<file path="src/sixio_consts.svh">
// Constants for the six-pin I/O port: register offsets, field positions, reset values.
`ifndef SIXIO_CONSTS_SVH
`define SIXIO_CONSTS_SVH

// ----------------------------------------------------------------------------
// Register offsets
// ----------------------------------------------------------------------------
`define SIXIO_OFS_STATUS 8'h03
`define SIXIO_OFS_PORT 8'h06
`define SIXIO_OFS_DIR 8'h10
`define SIXIO_OFS_OPTION 8'h11
`define SIXIO_OFS_BITOP 8'h12
`define SIXIO_OFS_IRQ_STAT 8'h13
`define SIXIO_OFS_IRQ_MASK 8'h14

// ----------------------------------------------------------------------------
// Field positions
// ----------------------------------------------------------------------------
`define SIXIO_STAT_WAKE_BIT 7
`define SIXIO_OPT_WAKE_DIS_BIT 7
`define SIXIO_OPT_PULLUP_DIS_BIT 6
`define SIXIO_BITOP_SET_BIT 3
`define SIXIO_BITOP_IDX_HI 2
`define SIXIO_PIN_PROG_DATA 0
`define SIXIO_PIN_PROG_CLOCK 1
`define SIXIO_IRQ_PIN_CHANGE 0
`define SIXIO_IRQ_PORT_WRITE 1

// ----------------------------------------------------------------------------
// Reset values
// ----------------------------------------------------------------------------
`define SIXIO_DIR_RESET 6'h3f
`define SIXIO_OPTION_RESET 8'hff
`define SIXIO_LATCH_RESET 6'h00
`define SIXIO_IRQ_RESET 2'h0

`endif

</file>
<file path="src/sixio_pkg.sv">
// Types shared by the six-pin I/O port modules.
package sixio_pkg;

  // --------------------------------------------------------------------------
  // Instruction cycle phases
  // --------------------------------------------------------------------------
  typedef enum logic [1:0] {
    SIXIO_Q1,
    SIXIO_Q2,
    SIXIO_Q3,
    SIXIO_Q4
  } sixio_phase_t;

endpackage : sixio_pkg

</file>
<file path="src/sixio_sync.sv">
// Three-stage pin synchroniser that accepts a change once stages two and three agree.
`timescale 1ns/1ps
module sixio_sync #(
  parameter int WIDTH = 6
) (
  // Clock and reset
  input wire logic clk,
  input wire logic rst,
  // Pins and clean levels
  input wire logic [WIDTH-1:0] async_in,
  output logic [WIDTH-1:0] level_q
);

  logic [WIDTH-1:0] s1_q;
  logic [WIDTH-1:0] s2_q;
  logic [WIDTH-1:0] s3_q;

  // The first stage feeds only the second, so a metastable value never reaches logic.
  always_ff @(posedge clk) begin
    if (rst) begin
      s1_q <= '0;
      s2_q <= '0;
      s3_q <= '0;
    end else begin
      s1_q <= async_in;
      s2_q <= s1_q;
      s3_q <= s2_q;
    end
  end

  always_ff @(posedge clk) begin
    if (rst) begin
      level_q <= '0;
    end else begin
      for (int i = 0; i < WIDTH; i++) begin
        if (s2_q[i] == s3_q[i]) begin
          level_q[i] <= s3_q[i];
        end
      end
    end
  end

endmodule : sixio_sync

</file>
<file path="src/sixio_phase.sv">
// Four-phase instruction cycle sequencer.
`timescale 1ns/1ps
module sixio_phase
  import sixio_pkg::*;
(
  // Clock and reset
  input wire logic clk,
  input wire logic rst,
  // Current phase
  output sixio_phase_t phase_q
);

  always_ff @(posedge clk) begin
    if (rst) begin
      phase_q <= SIXIO_Q1;
    end else begin
      case (phase_q)
        SIXIO_Q1: phase_q <= SIXIO_Q2;
        SIXIO_Q2: phase_q <= SIXIO_Q3;
        SIXIO_Q3: phase_q <= SIXIO_Q4;
        SIXIO_Q4: phase_q <= SIXIO_Q1;
        default: phase_q <= SIXIO_Q1;
      endcase
    end
  end

endmodule : sixio_phase

</file>
<file path="src/sixio_port.sv">
// Six-pin general purpose I/O port with direction, options, wake flag and bit operations.
//
// Behaviour
// - Unimplemented port bits always read zero.
// - Wake flag set by pin-change reset only.
// - Bit operations read, modify, rewrite whole port.
// - Input pins rewrite their latch with pin level.
// - Output drives whatever the latch holds, except pins zero and one in programming mode (pin one is released).
// - Port write lands at cycle end.
// - Port read samples pins at cycle start.
// - Programming uses pin zero data, one clock.
//
// Local design decision: the plain strobed port.
`timescale 1ns/1ps
`include "sixio_consts.svh"
module sixio_port
  import sixio_pkg::*;
#(
  parameter int PINS = 6
) (
  // Clock and reset
  input wire logic clk,
  input wire logic rst,
  input wire logic wake_reset_cause,
  // Register port
  input wire logic [7:0] addr,
  input wire logic [7:0] wdata,
  input wire logic wr,
  input wire logic rd,
  output logic [7:0] rdata,
  // Pins
  input wire logic [PINS-1:0] pin_in,
  output logic [PINS-1:0] pin_out,
  output logic [PINS-1:0] pin_oe,
  output logic pullup_en,
  // Sleep and wake
  input wire logic sleep,
  output logic wake_req,
  // Serial programming
  input wire logic prog_mode,
  input wire logic prog_data_drive,
  input wire logic prog_data_oe,
  output logic prog_data_in,
  output logic prog_clock,
  // Interrupt
  output logic irq
);

  // --------------------------------------------------------------------------
  // Helpers
  // --------------------------------------------------------------------------
  function automatic logic [PINS-1:0] sixio_bit_op(input logic [PINS-1:0] word,
                                                   input logic [7:0] cmd);
    logic [PINS-1:0] res;
    logic [`SIXIO_BITOP_IDX_HI:0] idx;
    res = word;
    idx = cmd[`SIXIO_BITOP_IDX_HI:0];
    if (int'(idx) < PINS) begin
      res[idx] = cmd[`SIXIO_BITOP_SET_BIT];
    end
    return res;
  endfunction : sixio_bit_op

  function automatic logic sixio_hit(input logic [7:0] a, input logic [7:0] ofs);
    return a == ofs;
  endfunction : sixio_hit

  // --------------------------------------------------------------------------
  // Phase and pin sampling
  // --------------------------------------------------------------------------
  sixio_phase_t phase;
  logic [PINS-1:0] pin_level;
  logic [PINS-1:0] pin_prev_q;
  logic [PINS-1:0] snap_q;

  sixio_phase u_phase (
    .clk(clk),
    .rst(rst),
    .phase_q(phase)
  );

  sixio_sync #(.WIDTH(PINS)) u_sync (
    .clk(clk),
    .rst(rst),
    .async_in(pin_in),
    .level_q(pin_level)
  );

  // Pins are captured only in the first phase, so a read just after a write
  // may still see the old level; software must leave a gap.
  always_ff @(posedge clk) begin
    if (rst) begin
      snap_q <= '0;
    end else if (phase == SIXIO_Q1) begin
      snap_q <= pin_level;
    end
  end

  always_ff @(posedge clk) begin
    if (rst) begin
      pin_prev_q <= '0;
    end else begin
      pin_prev_q <= pin_level;
    end
  end

  // --------------------------------------------------------------------------
  // Register strobes
  // --------------------------------------------------------------------------
  logic wr_port;
  logic wr_bitop;
  logic wr_dir;
  logic wr_option;
  logic wr_irq_stat;
  logic wr_irq_mask;

  assign wr_port = wr && sixio_hit(addr, `SIXIO_OFS_PORT);
  assign wr_bitop = wr && sixio_hit(addr, `SIXIO_OFS_BITOP);
  assign wr_dir = wr && sixio_hit(addr, `SIXIO_OFS_DIR);
  assign wr_option = wr && sixio_hit(addr, `SIXIO_OFS_OPTION);
  assign wr_irq_stat = wr && sixio_hit(addr, `SIXIO_OFS_IRQ_STAT);
  assign wr_irq_mask = wr && sixio_hit(addr, `SIXIO_OFS_IRQ_MASK);

  // --------------------------------------------------------------------------
  // Pending port write
  // --------------------------------------------------------------------------
  // A write or bit operation is held until the last phase; a later request in
  // the same instruction cycle replaces an earlier one.
  logic pend_q;
  logic pend_bitop_q;
  logic [7:0] pend_data_q;

  always_ff @(posedge clk) begin
    if (rst) begin
      pend_q <= 1'b0;
      pend_bitop_q <= 1'b0;
      pend_data_q <= 8'h00;
    end else if (wr_port || wr_bitop) begin
      pend_q <= 1'b1;
      pend_bitop_q <= wr_bitop;
      pend_data_q <= wdata;
    end else if (phase == SIXIO_Q4) begin
      pend_q <= 1'b0;
    end
  end

  // --------------------------------------------------------------------------
  // Output latches
  // --------------------------------------------------------------------------
  logic [PINS-1:0] latch_q;
  logic latch_load;

  assign latch_load = pend_q && (phase == SIXIO_Q4);

  // A bit operation starts from the sampled pins, not from the latch, so an
  // input pin gets its own pin level written into its latch.
  always_ff @(posedge clk) begin
    if (rst) begin
      latch_q <= `SIXIO_LATCH_RESET;
    end else if (latch_load) begin
      if (pend_bitop_q) begin
        latch_q <= sixio_bit_op(snap_q, pend_data_q);
      end else begin
        latch_q <= pend_data_q[PINS-1:0];
      end
    end
  end

  // --------------------------------------------------------------------------
  // Direction and option registers
  // --------------------------------------------------------------------------
  logic [PINS-1:0] dir_q;
  logic [7:0] option_q;

  always_ff @(posedge clk) begin
    if (rst) begin
      dir_q <= `SIXIO_DIR_RESET;
    end else if (wr_dir) begin
      dir_q <= wdata[PINS-1:0];
    end
  end

  always_ff @(posedge clk) begin
    if (rst) begin
      option_q <= `SIXIO_OPTION_RESET;
    end else if (wr_option) begin
      option_q <= wdata;
    end
  end

  // --------------------------------------------------------------------------
  // Pin drivers
  // --------------------------------------------------------------------------
  // A pin turned to output drives the latch as it stands, including any pin
  // level left there by an earlier bit operation.
  always_ff @(posedge clk) begin
    if (rst) begin
      pin_out <= '0;
      pin_oe <= '0;
    end else begin
      pin_out <= latch_q;
      pin_oe <= ~dir_q;
      if (prog_mode) begin
        pin_out[`SIXIO_PIN_PROG_DATA] <= prog_data_drive;
        pin_oe[`SIXIO_PIN_PROG_DATA] <= prog_data_oe;
        pin_oe[`SIXIO_PIN_PROG_CLOCK] <= 1'b0;
      end
    end
  end

  always_ff @(posedge clk) begin
    if (rst) begin
      prog_data_in <= 1'b0;
      prog_clock <= 1'b0;
    end else begin
      prog_data_in <= prog_mode && pin_level[`SIXIO_PIN_PROG_DATA];
      prog_clock <= prog_mode && pin_level[`SIXIO_PIN_PROG_CLOCK];
    end
  end

  always_ff @(posedge clk) begin
    if (rst) begin
      pullup_en <= 1'b0;
    end else begin
      pullup_en <= ~option_q[`SIXIO_OPT_PULLUP_DIS_BIT];
    end
  end

  // --------------------------------------------------------------------------
  // Wake on pin change
  // --------------------------------------------------------------------------
  logic [PINS-1:0] in_change;

  assign in_change = (pin_level ^ pin_prev_q) & dir_q;

  always_ff @(posedge clk) begin
    if (rst) begin
      wake_req <= 1'b0;
    end else begin
      wake_req <= sleep && !option_q[`SIXIO_OPT_WAKE_DIS_BIT] && (|in_change);
    end
  end

  // The flag is caught at the synchronous reset from the cause input and is
  // left alone otherwise.
  logic wake_flag_q;

  always_ff @(posedge clk) begin
    if (rst) begin
      wake_flag_q <= wake_reset_cause;
    end
  end

  // --------------------------------------------------------------------------
  // Interrupt status and mask
  // --------------------------------------------------------------------------
  logic [1:0] irq_stat_q;
  logic [1:0] irq_mask_q;
  logic [1:0] irq_event;

  assign irq_event = {latch_load, |in_change};

  // A new event wins over a write-one clear in the same cycle.
  always_ff @(posedge clk) begin
    if (rst) begin
      irq_stat_q <= `SIXIO_IRQ_RESET;
    end else begin
      irq_stat_q <= (irq_stat_q & ~(wr_irq_stat ? wdata[1:0] : 2'h0)) | irq_event;
    end
  end

  always_ff @(posedge clk) begin
    if (rst) begin
      irq_mask_q <= `SIXIO_IRQ_RESET;
    end else if (wr_irq_mask) begin
      irq_mask_q <= wdata[1:0];
    end
  end

  always_ff @(posedge clk) begin
    if (rst) begin
      irq <= 1'b0;
    end else begin
      irq <= |(irq_stat_q & irq_mask_q);
    end
  end

  // --------------------------------------------------------------------------
  // Read data
  // --------------------------------------------------------------------------
  // Direction and option are write-only and read as zero, like unmapped offsets.
  logic [7:0] rd_mux;

  always_comb begin
    rd_mux = 8'h00;
    case (addr)
      `SIXIO_OFS_PORT: rd_mux = {{(8 - PINS){1'b0}}, snap_q};
      `SIXIO_OFS_STATUS: rd_mux[`SIXIO_STAT_WAKE_BIT] = wake_flag_q;
      `SIXIO_OFS_IRQ_STAT: rd_mux = {6'h00, irq_stat_q};
      `SIXIO_OFS_IRQ_MASK: rd_mux = {6'h00, irq_mask_q};
      default: rd_mux = 8'h00;
    endcase
  end

  always_ff @(posedge clk) begin
    if (rst) begin
      rdata <= 8'h00;
    end else if (rd) begin
      rdata <= rd_mux;
    end else begin
      rdata <= 8'h00;
    end
  end

endmodule : sixio_port

</file>
<file path="config.mk">
export PLATFORM = sky130hd
export DESIGN_NAME = sixio_port
export DESIGN_NICKNAME = d
export VERILOG_FILES = /design/src/sixio_pkg.sv /design/src/sixio_sync.sv /design/src/sixio_phase.sv /design/src/sixio_port.sv
export VERILOG_INCLUDE_DIRS = /design/src
export SDC_FILE = /design/constraint.sdc
export NUM_CORES = 1
export LEC_CHECK = 0
export ABC_CLOCK_PERIOD_IN_PS = 1900
export BUFFER_PORTS_ARGS = -buffer_cell sky130_fd_sc_hd__clkbuf_2
export CORE_MARGIN = 2
export CORE_UTILIZATION = 26
export CTS_CLUSTER_DIAMETER = 200
export DETAILED_ROUTE_END_ITERATION = 8
export GPL_TIMING_DRIVEN = 0
export HOLD_SLACK_MARGIN = 0.06
export PLACE_DENSITY = 0.47
export SLEW_MARGIN = 20
export SYNTH_ARGS = -nofsm -noshare
export SYNTH_HDL_FRONTEND = slang
export SYNTH_SLANG_ARGS = --single-unit
</file>
<file path="constraint.sdc">
create_clock -name clk -period 1.9 [get_ports clk]
set_input_delay 0.38 -clock clk [delete_from_list [all_inputs] [get_ports clk]]
set_output_delay 0.38 -clock clk [all_outputs]
set_load 0.03 [all_outputs]
</file>
### Word level (Yosys, flattened, before mapping)

Index checks and enable logic that the tools add are counted.

| cells by class | value |
|---|---|
| $lt $le $gt $ge | 3 |
| equal/unequal tests | 16 |
| multiplexer cells | 12 |
| bitwise gates (word level) | 10 |
| reduce and logical (&&, ||, !) cells | 21 |

Operator list:

| cell | count |
|---|---|
| $eq 8x5->1 const B | 5 |
| $pmux 6 s3 | 1 |
| $logic_and 1x1->1 | 12 |
| $mux 6 | 2 |
| $eq 8x2->1 const B | 1 |
| $eq 8x3->1 const B | 1 |
| $pmux 2 s4 | 1 |
| $and 6x6->6 | 1 |
| $bwmux 6 | 1 |
| $eq 1x1->1 | 6 |
| $not 6->6 | 1 |
| $reduce_or 2->1 | 3 |
| $reduce_or 6->1 | 1 |
| $xor 6x6->6 | 1 |
| $mux 1 | 5 |
| $and 2x2->2 | 2 |
| $eq 2x2->1 const B | 2 |
| $lt 3x4->1 const B | 1 |
| $demux 1 s3 | 1 |
| $ge 3x1->1 const B | 1 |
| $lt 3x3->1 const B | 1 |
| $not 1->1 | 3 |
| $reduce_or 3->1 | 1 |
| $eq 2x1->1 const B | 1 |
| 7 further kinds | 7 |

| storage, ports and cells | value |
|---|---|
| register bits after elaboration | 96 |
| input bits | 31 |
| output and inout bits | 25 |

### Longest topological paths before layout

| logic depth | value |
|---|---|
| depth in word-level cells | 7 |
| gate-level depth with buffers | 6 |
| mapped depth without buffers | 4 |

### Cells and area by module

A second synthesis with hierarchy kept.

| second synthesis, totals | value |
|---|---|
| cells, all modules | 334 |
| area, all modules | 3299.4 um^2 |

Modules (own cells, without submodules):

| module | instances | cells each | area an instance (um^2) | seq. area each (um^2) |
|---|---|---|---|---|
| sixio_port | 1 | 264 | 2489.9 | 1271.2 |
| sixio_sync | 1 | 62 | 720.7 | 480.5 |
| sixio_phase | 1 | 8 | 88.8 | 40.0 |

### Least setup slack after synthesis

No wires, ideal clock.

| path | value |
|---|---|
| path type | input port to flip-flop |
| from | input addr[3] |
| to | register pend_data_q[0] |
| data arrival time | 1.559 ns |
| required time | 1.772 ns |
| setup slack | 0.213 ns |
| stages | 4 |
| buffers on the path | 0 |
| cells stage by stage | or4_4 nor3_4 mux2i_1 nor2_1 |

| on the way | value |
|---|---|
| cells in the longest elaborated chain, start to end | 3 |

RTL lines:

| item | line | source |
|---|---|---|
| from (decl) | sixio_port.sv:26 | `input wire logic [7:0] addr,` |
| $eq 8x3->1 or $eq 8x5->1 (tied branches) | sixio_port.sv:65 | `return a == ofs;` |
| $logic_and 1x1->1, on equally long branches | sixio_port.sv:117, sixio_port.sv:118 |  |
| $logic_or 1x1->1 (*) | sixio_port.sv:138 | `end else if (wr_port \|\| wr_bitop) begin` |
| to (signal assigned) | sixio_port.sv:141 | `pend_data_q <= wdata;` |
| to (decl) | sixio_port.sv:131 | `logic [7:0] pend_data_q;` |

Every way passes the cells marked *; elsewhere a longest branch is shown, timed or not.
A chain may end at the register's enable or synchronous reset.

### Worst setup path after layout

| path | value |
|---|---|
| from | input rst |
| to | register pend_data_q[5] |

RTL lines:

| item | line | source |
|---|---|---|
| from (decl) | sixio_port.sv:23 | `input wire logic rst,` |

No word-level cell between the ends.

==> out/qor.txt <==
# hold bufs at CTS: 0
setup TNS: 0 ns
DRC Markers: 0
clk buf depth: 2
critical path endpoint category: flop
Most Crowded Layer GR: met2
initial DRC count: 157
vias in the first global route: 2249
power share of the clock group: 48.2%
hold_ws: 0.218 ns
pwr dens: 1040 nW/µm²
most common cell after layout, fill and taps aside: dfxtp_1
Top Ports: 56
area delta synth->final: 25.2%
HP Start: wake_reset_cause
Clock Tree Root: clkbuf_16
CP startpoint: rst
Rel. slew slack: 55.1%
Avg Inst Size Synth: 10.0 µm²
final setup violation count: 0
worst path arrival time: 1.93 ns
Worst Max-Slew Pin Slew: 0.673 ns
Routed Antenna Nets: 0
initial antenna violation count: 0
Max Fclk: 578 MHz
first-pass GRT wire length: 11200 µm
core area: 12100 µm²
sequential area share after synthesis: 55.5%
top cell type's share of synthesized area: 54.6%
Overall Power: 4.19 mW
Pre-antenna DRT Iters: 4
Synth Cell Area: 3230 µm²
cell taking the most area after synthesis: dfxtp_1
Switching Fraction: 21.3%
Synth warnings: 0
Finished Cell Area: 4040 µm²
dpl hpwl: 5140 µm
commonest non-fill, non-tap cells in the layout: 88 x dfxtp_1, 52 x clkbuf_2, 40 x nor2_1
critical path peak fanout: 10
layout cell share with drive strength beyond 1: 18.5%
Via-to-Cell Ratio: 4.34
TritonCTS clock tree: yes
max_cap viols: 0
fin util: 33.5%
Starting Density: 26.8%
Post-Syn Instances: 322
antenna fix cells: 0
wire per inst: 12.6 µm
met2 Use GR: 17.4%
worst skew pair latency: 0.34 ns
GPL Wtd Cong: 0.766
Tmin final: 1.73 ns
Max Transition Viols Final: 0
fin nets: 420
Inst Count DP: 542
peak supply drop: 0.459 mV
# H-tree levels: 3
die width: 115 µm
kind of critical path: in -> reg
M3 GR Usage: 3.85%
Std-Cell Rows: 40
port bufs: 52
vias after detailed routing: 2422
CTS Buf Count: 9
Switching Power: 893 µW
Final Cycle Share: 91.0%
Final WS setup: 0.171 ns
GR Util All Layers: 11.2%
Final Non-Filler Cells: 558
global route overflow: 0
ys async rst share: 0%
sequential power share: 45.9%
CTS resizes: 0
outcome: finished, final reports clean
HP Class: in -> reg
postcts setup bufs: 0
Worst-path clk slew: 0.06 ns
Mapped Nets: 357
Worst Path Required: 2.10 ns
met1 Usage GRT: 14.0%
Cell Int Power: 3.30 mW
leak pwr: 1.66 nW
dpl ws: -0.237 ns
distinct cell type count after synthesis: 44
combinational cell fraction of total power: 5.9%
Main synth FF type: dfxtp_1
FF-to-FF Start: u_phase.phase_q[1]$_SDFF_PP0_
Synth area leaders: dfxtp_1 55%, nor2b_1 6.4%, mux2i_1 5.6%, nor2_1 4.7%, a21oi_1 2.8%
pin count of the biggest net entering global routing: 16
RSZ-0062 raised after global routing: no
Hold Fails Final Rpt: 0
Startpoint Class: primary input
Post-synth EDFFs: 1
Die ar.: 13300 µm²
die height: 115 µm
clock skew: 0.00516 ns
DP Area: 3700 µm²
Yosys reg bits: 89
CTS sink count: 89
drt total wl: 7050 µm
[area by class of cell]
cell class,instances,area [µm²]
flip-flops and latches,89,1790
well taps,168,210
inverters,12,45.0
clock inverters,6,115
clock buffers,10,229
fillers,1270,8020
plain buffers,15,60.1
repair buffers,52,260
multi-input cells,206,1330
[path summary, 6_finish.rpt]
path                                  to  slack (ns)  cells after the start
max          pend_data_q[5]$_SDFFE_PP0P_        0.17                      5
min                wake_flag_q$_DFFE_PP_        0.22                      1
max reg2reg      latch_q[4]$_SDFFE_PP0P_        0.36                      4
min reg2reg         pullup_en$_SDFF_PP0_        0.41                      1
[cell families (layout without fill, tap and decap cells)]
kind of cell	Yosys count	count (layout)	share of synthesized area, %
other	1	1	0.116
XOR/XNOR	8	8	2.17
buffers and inverters	27	95	3.26
AO/OA/AOI/OAI	55	55	11.3
flip-flops	89	89	55.5
adder cells (fa/ha/maj)	4	4	1.55
multiplexers	18	18	5.58
AND/OR/NAND/NOR	120	120	20.5
[layer usage]
metal | share of wire, % | vias to the layer above | routed length, µm
li1 | - | 1212 | -
met1 | 47 | 1149 | 3320
met2 | 46 | 51 | 3240
met3 | 5.1 | 10 | 357
met4 | 1.8 | 0 | 127
met5 | 0 | - | 0
[registers in the layout, summed over array words and instances (netlist names), 2 cells and up]
| signal | count |
|---|---|
| u_sync.s3_q | 6 |
| u_sync.s1_q | 6 |
| u_sync.s2_q | 6 |
| u_phase.phase_q | 2 |
| latch_q | 6 |
| irq_mask_q | 2 |
| snap_q | 6 |
| u_sync.level_q | 6 |
| option_q | 2 |
| dir_q | 6 |
| rdata | 7 |
| irq_stat_q | 2 |
| pend_data_q | 6 |
| pin_out | 6 |
| pin_oe | 6 |
| pin_prev_q | 6 |
[synth_stat cells, drive strengths merged (5+ instances only)]
cell / count
clkbuf: 11
o21ai: 11
nand2: 13
xor2: 6
inv: 12
dfxtp: 88
a21oi: 18
a22oi: 5
a211o: 9
nor2: 40
mux2i: 18
and2: 5
nor2b: 33
[worst max-delay path: stages]
cell and delay [ns]:
clkbuf_2 0.09, clkbuf_1 0.39, clkbuf_1 0.39, buf_1 0.57
nor2_1 0.11
[power by group through the flow]
stage	clock network [mW]	logic, mW	registers, mW
finish	2.02	0.247	1.92
detailed placement	0	0.249	1.97
CTS	2.09	0.251	1.92
global route	2.16	0.278	1.93
global placement	0	0.248	1.96
floorplan	0	0.161	1.96
Note: power is estimated with default switching activity, not from simulation.
